<file path="src/include/phase_ctl_pkg.sv">
`default_nettype none
package phase_ctl_pkg;
  // Phase word width and shifter depth
  localparam int unsigned PHASE_W       = 6;
  localparam logic [5:0]  PHASE_RST     = 6'h00;
  // Bus register offsets (controller side)
  localparam logic [3:0]  OFF_WORD      = 4'h0;
  localparam logic [3:0]  OFF_CTRL      = 4'h4;
  localparam logic [3:0]  OFF_STATUS    = 4'h8;
  localparam logic [3:0]  OFF_CHAIN     = 4'hc;
  // CTRL field positions
  localparam int unsigned CTRL_GO_BIT   = 0;
  localparam int unsigned CTRL_MODE_BIT = 1;
  // Timing, as printed
  localparam int unsigned SYS_PERIOD_NS = 100;
  localparam int unsigned SCK_MIN_NS    = 100;
  localparam int unsigned LES_MIN_NS    = 630;
  // Half serial clock in system cycles, rounded up, at least one
  localparam int unsigned SCK_HALF_CYC  =
    ((SCK_MIN_NS + 2 * SYS_PERIOD_NS - 1) / (2 * SYS_PERIOD_NS)) < 1 ? 1 :
    ((SCK_MIN_NS + 2 * SYS_PERIOD_NS - 1) / (2 * SYS_PERIOD_NS));
  localparam int unsigned LES_CYC       = (LES_MIN_NS + SYS_PERIOD_NS - 1) / SYS_PERIOD_NS;
  localparam logic [3:0]  HALF_CNT      = 4'(SCK_HALF_CYC);
  localparam logic [3:0]  GAP_CNT       = 4'(LES_CYC);
endpackage : phase_ctl_pkg
`default_nettype wire

</file>
<file path="src/include/phase_ctl_if.sv">
`timescale 1ns/10ps
`default_nettype none
interface phase_ctl_if;
  logic       mode_serial;   // High: serial, low: direct parallel
  logic       pin_22;        // latch_strobe or phase_bit_3
  logic       pin_23;        // serial clock or phase_bit_2
  logic       pin_24;        // shift_data_in or phase_bit_1
  logic [2:0] phase_bits_hi; // phase_bit_6..phase_bit_4
  logic       shift_data_out;

  modport device (
    input  mode_serial, pin_22, pin_23, pin_24, phase_bits_hi,
    output shift_data_out
  );
  modport host (
    output mode_serial, pin_22, pin_23, pin_24, phase_bits_hi,
    input  shift_data_out
  );
endinterface : phase_ctl_if
`default_nettype wire

</file>
<file path="src/design/phase_shifter_host.sv">
`timescale 1ns/10ps
`default_nettype none
module phase_shifter_host
  import phase_ctl_pkg::*;
(
  // System
  input  wire logic        clk_sys_in,
  input  wire logic        rst_b_in,
  // Register port
  input  wire logic [3:0]  addr_in,
  input  wire logic [31:0] wdata_in,
  input  wire logic        wr_in,
  input  wire logic        rd_in,
  output logic [31:0]      rdata_out,
  // Link
  phase_ctl_if.host        link
);
  import phase_ctl_pkg::*;

  typedef enum {ST_IDLE, ST_LOW, ST_HIGH, ST_LATCH, ST_GAP} st_t;

  st_t               st_r;
  logic [PHASE_W-1:0] word_r;
  logic [PHASE_W-1:0] sh_r;
  logic              mode_r;
  logic [2:0]        bitn_r;
  logic [3:0]        cnt_r;
  logic              sck_r;
  logic              le_r;
  logic              sdo1_r;
  logic              sdo2_r;
  logic [3:0]        cap_r;
  logic [PHASE_W-1:0] chain_r;
  logic [31:0]       rdata_r;

  wire busy   = (st_r != ST_IDLE);
  wire go_wr  = wr_in & (addr_in == OFF_CTRL) & wdata_in[CTRL_GO_BIT] & ~busy;
  wire cnt_dn = (cnt_r == 4'h1);

  ////////////////////////////////////////////////////////////////////
  // Registers written by software
  always_ff @(posedge clk_sys_in or negedge rst_b_in)
  begin
    if (!rst_b_in)
    begin
      word_r <= PHASE_RST;
      mode_r <= 1'b1;
    end
    else if (wr_in && addr_in == OFF_WORD)
      word_r <= wdata_in[PHASE_W-1:0];
    else if (wr_in && addr_in == OFF_CTRL)
      mode_r <= wdata_in[CTRL_MODE_BIT];
  end

  // Serial engine; strobe stays low while shifting
  always_ff @(posedge clk_sys_in or negedge rst_b_in)
  begin
    if (!rst_b_in)
    begin
      st_r   <= ST_IDLE;
      sh_r   <= PHASE_RST;
      bitn_r <= 3'h0;
      cnt_r  <= 4'h0;
      sck_r  <= 1'b0;
      le_r   <= 1'b0;
    end
    else
    begin
      case (st_r)
        ST_IDLE:
        begin
          if (go_wr && mode_r)
          begin
            sh_r   <= word_r;
            bitn_r <= 3'h0;
            cnt_r  <= HALF_CNT;
            st_r   <= ST_LOW;
          end
        end
        ST_LOW:
        begin
          if (cnt_dn)
          begin
            sck_r <= 1'b1;
            cnt_r <= HALF_CNT;
            st_r  <= ST_HIGH;
          end
          else
            cnt_r <= cnt_r - 4'h1;
        end
        ST_HIGH:
        begin
          if (cnt_dn)
          begin
            sck_r  <= 1'b0;
            sh_r   <= {sh_r[PHASE_W-2:0], 1'b0};
            bitn_r <= bitn_r + 3'h1;
            cnt_r  <= HALF_CNT;
            st_r   <= (bitn_r == 3'(PHASE_W - 1)) ? ST_LATCH : ST_LOW;
          end
          else
            cnt_r <= cnt_r - 4'h1;
        end
        ST_LATCH:
        begin
          // Strobe after sixth bit, held HALF_CNT cycles (one here) for the sampler
          le_r <= 1'b1;
          if (le_r && cnt_dn)
          begin
            le_r  <= 1'b0;
            cnt_r <= GAP_CNT;
            st_r  <= ST_GAP;
          end
          else if (le_r)
            cnt_r <= cnt_r - 4'h1;
        end
        ST_GAP:
        begin
          // Spacing before another strobe may start
          if (cnt_dn)
            st_r <= ST_IDLE;
          else
            cnt_r <= cnt_r - 4'h1;
        end
        default:
          st_r <= ST_IDLE;
      endcase
    end
  end

  ////////////////////////////////////////////////////////////////////
  // Chain return taken four cycles after each clock rise we make: the
  // far end needs two sync stages before it shifts, and our own return
  // path adds two more, so the bit just ahead of that shift is caught
  always_ff @(posedge clk_sys_in or negedge rst_b_in)
  begin
    if (!rst_b_in)
    begin
      sdo1_r  <= 1'b0;
      sdo2_r  <= 1'b0;
      cap_r   <= 4'h0;
      chain_r <= PHASE_RST;
    end
    else
    begin
      sdo1_r <= link.shift_data_out;
      sdo2_r <= sdo1_r;
      cap_r  <= {cap_r[2:0], (st_r == ST_LOW) && cnt_dn};
      if (cap_r[3])
        chain_r <= {chain_r[PHASE_W-2:0], sdo2_r};
    end
  end

  // Read mux, data one cycle after strobe
  wire [31:0] rd_mux =
    (addr_in == OFF_WORD)   ? {26'h0, word_r} :
    (addr_in == OFF_CTRL)   ? {30'h0, mode_r, 1'b0} :
    (addr_in == OFF_STATUS) ? {31'h0, busy} :
    (addr_in == OFF_CHAIN)  ? {26'h0, chain_r} : 32'h0;

  always_ff @(posedge clk_sys_in or negedge rst_b_in)
  begin
    if (!rst_b_in)
      rdata_r <= 32'h0;
    else
      rdata_r <= rd_in ? rd_mux : 32'h0;
  end

  assign rdata_out = rdata_r;
  // Pin sharing by mode; half period sized from minimum clock period
  assign link.mode_serial   = mode_r;
  assign link.pin_22        = mode_r ? le_r : word_r[2];
  assign link.pin_23        = mode_r ? sck_r : word_r[1];
  assign link.pin_24        = mode_r ? sh_r[PHASE_W-1] : word_r[0];
  assign link.phase_bits_hi = mode_r ? 3'h0 : word_r[5:3];
endmodule : phase_shifter_host
`default_nettype wire

</file>
<file path="src/flat_wrapper.sv">
// flat-port wrapper written by rule: the top's interface ports become plain ports
module phase_shifter_host_flat import phase_ctl_pkg::*;
  (clk_sys_in, rst_b_in, addr_in, wdata_in, wr_in, rd_in, rdata_out, link_mode_serial, link_pin_22, link_pin_23, link_pin_24, link_phase_bits_hi, link_shift_data_out);
  phase_ctl_if link_i ();
  input  wire logic clk_sys_in;
  input  wire logic rst_b_in;
  input  wire logic [3:0] addr_in;
  input  wire logic [31:0] wdata_in;
  input  wire logic wr_in;
  input  wire logic rd_in;
  output logic [31:0] rdata_out;
  output wire logic [$bits(link_i.mode_serial)-1:0] link_mode_serial;
  output wire logic [$bits(link_i.pin_22)-1:0] link_pin_22;
  output wire logic [$bits(link_i.pin_23)-1:0] link_pin_23;
  output wire logic [$bits(link_i.pin_24)-1:0] link_pin_24;
  output wire logic [$bits(link_i.phase_bits_hi)-1:0] link_phase_bits_hi;
  input wire logic [$bits(link_i.shift_data_out)-1:0] link_shift_data_out;
  assign link_mode_serial = link_i.mode_serial;
  assign link_pin_22 = link_i.pin_22;
  assign link_pin_23 = link_i.pin_23;
  assign link_pin_24 = link_i.pin_24;
  assign link_phase_bits_hi = link_i.phase_bits_hi;
  assign link_i.shift_data_out = link_shift_data_out;
  phase_shifter_host u_core (.clk_sys_in(clk_sys_in), .rst_b_in(rst_b_in), .addr_in(addr_in), .wdata_in(wdata_in), .wr_in(wr_in), .rd_in(rd_in), .rdata_out(rdata_out), .link(link_i));
endmodule
</file>
<file path="config.mk">
export PLATFORM = sky130hd
export DESIGN_NAME = phase_shifter_host_flat
export DESIGN_NICKNAME = d
export VERILOG_FILES = /design/src/include/phase_ctl_pkg.sv /design/src/include/phase_ctl_if.sv /design/src/design/phase_shifter_host.sv /design/src/flat_wrapper.sv
export SDC_FILE = /design/constraint.sdc
export NUM_CORES = 1
export LEC_CHECK = 0
export ABC_AREA = 0
export BUFFER_PORTS_ARGS = -buffer_cell sky130_fd_sc_hd__buf_2
export CAP_MARGIN = 40
export CORE_MARGIN = 2
export CORE_UTILIZATION = 56
export CTS_BUF_LIST = sky130_fd_sc_hd__clkbuf_8
export DETAILED_ROUTE_END_ITERATION = 6
export PLACE_DENSITY = 0.89
export SLEW_MARGIN = 20
export SYNTH_ARGS = -nofsm -noshare
export SYNTH_HDL_FRONTEND = slang
export SYNTH_SLANG_ARGS = --single-unit
export TNS_END_PERCENT = 1
</file>
<file path="constraint.sdc">
create_clock -name clk_sys_in -period 4.9 [get_ports clk_sys_in]
set_input_delay 0.49 -clock clk_sys_in [delete_from_list [all_inputs] [get_ports clk_sys_in]]
set_output_delay 0.49 -clock clk_sys_in [all_outputs]
set_load 0.01 [all_outputs]
</file>
==> results of run 1 <==
## registers in the layout (all words and copies together) (netlist names)
register	cells
u_core.st_r	3
u_core.word_r	6
u_core.sdo1_r	1
u_core.cnt_r	4
u_core.sdo2_r	1
u_core.cap_r	4
u_core.le_r	1
u_core.sh_r	6
u_core.bitn_r	3
u_core.chain_r	6
u_core.sck_r	1
u_core.link.mode_serial	1
u_core.rdata_out	6
## final cells by class
class | count | share of cell area
timing repair buffer | 29 | 0.0654
multi-input combinational | 157 | 0.432
sequential | 43 | 0.433
tap | 50 | 0.0252
inverter | 5 | 0.00755
clock inverter | 2 | 0.00352
clock buffer | 6 | 0.0332
## synthesized netlist by cell type (2+ instances only)
cell       count  share of area
a22o_1         2         0.0074
clkbuf_8       4          0.023
mux2i_1        3          0.013
dfrtp_1       42           0.45
o2bb2ai_1      3          0.011
o22ai_1        3         0.0080
clkbuf_1       5         0.0080
inv_1          5         0.0080
a221o_1        2         0.0085
nor3_1         5          0.011
ha_1           4          0.021
buf_4         26          0.083
mux2_2        27           0.13
a22oi_1        6          0.019
nand2_1       12          0.019
a21oi_1        6          0.013
or2b_2         2         0.0074
o21ai_0        7          0.015
and3_1         2         0.0053
xnor2_1        2         0.0074
nor2_1        16          0.025
nor4b_1        2         0.0074
nor2b_1        3         0.0080
and2b_2        3          0.011
nand3_1        3         0.0064
## kinds of logic after synthesis
kind of cell	Yosys count	share of synthesized area
AO/OA/AOI/OAI	37	0.109
flip-flops	43	0.457
AND/OR/NAND/NOR	58	0.135
XOR/XNOR	2	0.00744
other	1	0.00159
multiplexers	30	0.142
buffers and inverters	41	0.127
adder cells (fa/ha/maj)	4	0.0212
## worst max-delay path: cells and delay by family, from the launching register on
| family | cells | cell delay [ps] |
|---|---|---|
| DFF | 1 | 680 |
| muxes | 1 | 370 |
| AOI/OAI and AO/OA | 2 | 590 |
| and+or+nand+nor | 1 | 450 |
## worst max path at each step
stage,from,endpoint,cells after the start
after CTS,u_core.st_r[1],u_core.cnt_r[1],4
after floorplan,addr_in[1],u_core.cnt_r[1],4
final,u_core.st_r[1],u_core.cnt_r[1],4
after global routing,u_core.st_r[1],u_core.cnt_r[1],4
after detailed placement,addr_in[1],u_core.cnt_r[1],5
after global placement,addr_in[1],u_core.cnt_r[1],5
## layer usage
layer	wire (microns)	track usage
met5	0	0
met4	53	0.0662
met3	184	0.0503
met2	2040	0.294
met1	1970	0.297
## power groups by stage
stage / combinational [mW] / clock [mW] / sequential, mW
6_report: 0.114 / 0.229 / 0.411
5_1_grt: 0.129 / 0.248 / 0.417
4_1_cts: 0.115 / 0.234 / 0.411
3_5_place_dp: 0.114 / 0 / 0.418
3_3_place_gp: 0.108 / 0 / 0.417
2_1_floorplan: 0.0987 / 0 / 0.406
==> flow_summary_export.csv, run 1 <==
group,metric,value,unit
run_status,outcome,"finished clean",
place,gp_congestion,0.784,
sta,fmax,452,MHz
clock_network,cts_tree,"built",
layout,multi_input_area,0.00107,sq mm
worst_setup_path,r2r_slack,2690,ps
sta,finalSetupTns,0,ps
clock_network,cts_root_buf,"clkbuf_8",
sta,finalCriticalPeriod,2210,ps
pwr,vdd_drop_max,0.200,mV
sta,rsz0062_at_grt,"false",
detailed_routing,vias,1593,
layout,design_area,0.00249,sq mm
detailed_routing,routed_wl,4.25,mm
clock_network,post_cts_buffers,0,
floorplanning,num_rows,23,
pwr,power.density,304,mW/mm^2
layout,most-common-layout-cells,"42 x dfrtp_1, 27 x mux2_2, 27 x buf_2",
floorplanning,fp.dieH,68.9,microns
sta,fin_skew,3.75,ps
synth,synthCells,216,
grt,grt_pass1_wl,7.00,mm
synth,synth.distinct_cells,46,
grt,antenna_found_initial,0,
floorplanning,die-area,0.00474,sq mm
synth,synth_edf_count,0,
sta,fin_hold_ws,56.5,ps
layout,final_common_cell,"dfrtp_1",
worst_setup_path,r2r_cells,4,
place,portBuffers,27,
clock_network,cts_sinks,43,
sta,tightest_slew,812,ps
layout,diodes,0,
synth,ys_seq_area_frac,0.457,
worst_setup_path,r2r_start,"u_core.st_r[1]",
place,hpwl,3.10,mm
pwr,switching_share,0.268,
worst_setup_path,critPathRequiredTime,5080,ps
layout,fin_util,0.617,
clock_network,path_clk_slew,80,ps
detailed_routing,via_per_inst,5.46,
pwr,pwr-share-comb,0.151,
worst_setup_path,cp_data_arrival_time,2400,ps
layout,drive_gt1_frac,0.306,
clock_network,cts_hold_buffers,0,
place,placed_cells,284,
detailed_routing,dr.first_iter.drc_count,187,
place,place_ws,2590,ps
synth,synthFlopType,"dfrtp_1",
pwr,seqPwrFrac,0.545,
grt,track_usage,0.203,
layout,nets,286,
synth,synth_seq_cells,43,
clock_network,htree_levels,2,
synth,async_flop_share,1.00,
flow_run,cap_violations,0,
synth,avgSynthCellArea,10.9,sq um
synth,ys_warn_count,0,
floorplanning,chipWidth,68.9,microns
pwr,totalPowerFinal,0.755,mW
detailed_routing,wl_per_cell,14.6,microns
worst_setup_path,max_stage_delay,680,ps
grt,grt_start_max_net_pins,35,
min_path,hp-class,"in -> async",
clock_network,clock_path_buffers,2,
pwr,p_int,0.552,mW
detailed_routing,ant_nets,0,
detailed_routing,dr.pass1.iters,4,
sta,drv_slew,0,
clock_network,numCtsBuffers,5,
clock_network,ctsResizeCount,0,
pwr,pwr-share-clk,0.304,
worst_setup_path,critical_path_class,"reg -> reg",
layout,finalNonFillerCells,292,
synth,netlist_area,0.00236,sq mm
worst_setup_path,path_cells,"or2_2, a22o_2, a221oi_1, mux2_2",
sta,max-slew-margin-rel,0.459,
worst_setup_path,worstSetupEndpointType,"flop",
worst_setup_path,r2r_end,"u_core.cnt_r[1]",
sta,setup_viol,0,
sta,fin_crit_sh,0.451,
layout,seqCellArea,0.00108,sq mm
sta,report.final.hold_viol_count,0,
grt,gr-total-overflow,0,
worst_setup_path,cp_max_fo,27,
pwr,p_switching,0.203,mW
worst_setup_path,cp_slowest_cell,"dfrtp_1",
layout,layout-area-overhead-vs-synth,5.52,%
sta,setup_ws,2690,ps
floorplanning,boundaryPins,80,
detailed_routing,drcViolationCount,0,
place,dpl-instance-area,0.00239,sq mm
floorplanning,coreArea,0.00403,sq mm
worst_setup_path,critPathLaunchType,"flop",
layout,fillers,313,
clock_network,clk_latency,300,ps
floorplanning,initial_core_util,0.585,
grt,first_global_vias,1421,
pwr,p_leak,1.24,nW
No activity file was read; power rests on OpenSTA's default activity.
==> run 2, diff against run 1 <==
- CORE_UTILIZATION: 56 -> 52
- PLACE_DENSITY: 0.89 -> 0.83
- clock period: 4.9 -> 2.28 ns (I/O delays scaled with it)
==> flow_summary_export.csv, run 2 (synthesis gave the netlist of run 1 again) <==
group,metric,value,unit
clock_network,path_clk_slew,80,ps
sta,drv_slew,0,
sta,finalCriticalPeriod,1990,ps
place,placed_cells,289,
grt,grt_start_max_net_pins,27,
layout,final_common_cell,"dfrtp_1",
pwr,seqPwrFrac,0.481,
pwr,power.density,717,mW/mm^2
layout,layout-area-overhead-vs-synth,9.08,%
floorplanning,chipWidth,71.3,microns
grt,antenna_found_initial,0,
detailed_routing,wl_per_cell,14.8,microns
detailed_routing,via_per_inst,5.37,
layout,most-common-layout-cells,"42 x dfrtp_1, 27 x mux2_2, 27 x buf_2",
pwr,switching_share,0.249,
pwr,pwr-share-clk,0.384,
clock_network,clk_latency,310,ps
clock_network,post_cts_buffers,0,
floorplanning,num_rows,24,
worst_setup_path,crit_path_end,"u_core.cnt_r[1]",
place,portBuffers,27,
pwr,vdd_drop_max,0.409,mV
sta,fin_crit_sh,0.873,
clock_network,numCtsBuffers,5,
detailed_routing,dr.first_iter.drc_count,60,
floorplanning,die-area,0.00509,sq mm
worst_setup_path,critPathLaunchType,"flop",
pwr,p_int,1.38,mW
worst_setup_path,cp_data_arrival_time,2180,ps
grt,track_usage,0.189,
sta,report.final.hold_viol_count,0,
floorplanning,initial_core_util,0.541,
detailed_routing,routed_wl,4.40,mm
sta,finalSetupTns,0,ps
place,gp_congestion,0.795,
detailed_routing,dr.pass1.iters,4,
min_path,hp-class,"in -> reg",
pwr,p_switching,0.460,mW
floorplanning,coreArea,0.00435,sq mm
worst_setup_path,r2r_end,"u_core.cnt_r[1]",
layout,fin_util,0.590,
layout,drive_gt1_frac,0.313,
clock_network,htree_levels,2,
floorplanning,fp.dieH,71.3,microns
worst_setup_path,critical_path_class,"reg -> reg",
clock_network,cts_root_buf,"clkbuf_8",
grt,first_global_vias,1541,
clock_network,clock_path_buffers,2,
worst_setup_path,r2r_start,"u_core.link.mode_serial",
pwr,p_leak,1.28,nW
clock_network,cts_tree,"built",
layout,nets,290,
detailed_routing,ant_nets,0,
flow_run,cap_violations,0,
layout,diodes,0,
floorplanning,boundaryPins,80,
grt,gr-total-overflow,0,
worst_setup_path,crit_path_start,"u_core.link.mode_serial",
worst_setup_path,worstSetupEndpointType,"flop",
grt,grt_pass1_wl,7.23,mm
sta,rsz0062_at_grt,"false",
worst_setup_path,cp_max_fo,11,
run_status,outcome,"finished clean",
sta,fin_skew,10.4,ps
sta,max-slew-margin-rel,0.661,
worst_setup_path,r2r_cells,4,
layout,fillers,359,
sta,fmax,503,MHz
pwr,pwr-share-comb,0.135,
detailed_routing,drcViolationCount,0,
sta,tightest_slew,505,ps
place,hpwl,3.20,mm
sta,fin_hold_ws,37.8,ps
clock_network,cts_sinks,43,
worst_setup_path,r2r_slack,290,ps
worst_setup_path,critPathRequiredTime,2470,ps
layout,finalNonFillerCells,298,
sta,setup_viol,0,
detailed_routing,vias,1601,
==> run 2: layer usage <==
| layer | wire [microns] | share of wire | track usage |
|---|---|---|---|
| met3 | 238 | 0.054 | 0.0549 |
| met4 | 87 | 0.020 | 0.103 |
| met1 | 1990 | 0.45 | 0.240 |
| met2 | 2090 | 0.47 | 0.290 |
| met5 | 0 | 0 | 0 |
==> run 2: worst min path at each step <==
| stage | from | slack, ps | cells after the start | endpoint |
|---|---|---|---|---|
| 5_1_grt | link_shift_data_out | 30 | 1 | u_core.sdo1_r |
| 3_5_place_dp | rst_b_in | 210 | 1 | u_core.bitn_r[2] |
| 3_3_place_gp | u_core.sdo1_r | 330 | 0 | u_core.sdo2_r |
| 6_report | link_shift_data_out | 40 | 1 | u_core.sdo1_r |
| 2_1_floorplan | rst_b_in | -70 | 0 | u_core.bitn_r[0] |
| 4_1_cts | link_shift_data_out | 30 | 1 | u_core.sdo1_r |
==> run 2: layout make-up <==
type	count	area, sq um	area share
Clock buffer	5	68.8	0.0268
Clock inverter	3	63.8	0.0248
Inverter	5	18.8	0.00730
Multi-Input combinational cell	157	1070	0.418
Sequential cell	43	1080	0.419
Tap cell	52	65.1	0.0253
Timing Repair Buffer	33	203	0.0789
==> run 2: what timing repair did <==
action / in CTS / in global routing
hold buffers: 1 / 0
gates resized for setup: 0 / 0
hold endpoints to repair: 19 / 0
==> run 2: worst max-delay path, cell delays in order (launching register included) <==
cell      delay, ps
dfstp_2         650
nand3_1         160
or2_1           290
a221oi_1        390
mux2_2          390
==> run 2: power groups by stage <==
stage          clock (mW)  sequential (mW)  combinational [mW]
3_3_place_gp            0            0.898               0.233
2_1_floorplan           0            0.873               0.212
4_1_cts             0.708            0.887               0.251
5_1_grt             0.746            0.897               0.275
3_5_place_dp            0            0.902               0.248
6_report            0.708            0.887               0.248
==> run 2: per-stage QoR <==
| step | power, mW | area [sq um] | setup WS [ps] |
|---|---|---|---|
| floorplan | 1.08 | 2450 | 460 |
| global placement | 1.13 | 2400 | 262 |
| detailed placement | 1.15 | 2430 | 181 |
| CTS | 1.85 | 2570 | 280 |
| global route | 1.92 | 2570 | 145 |
| finish | 1.84 | 2570 | 290 |
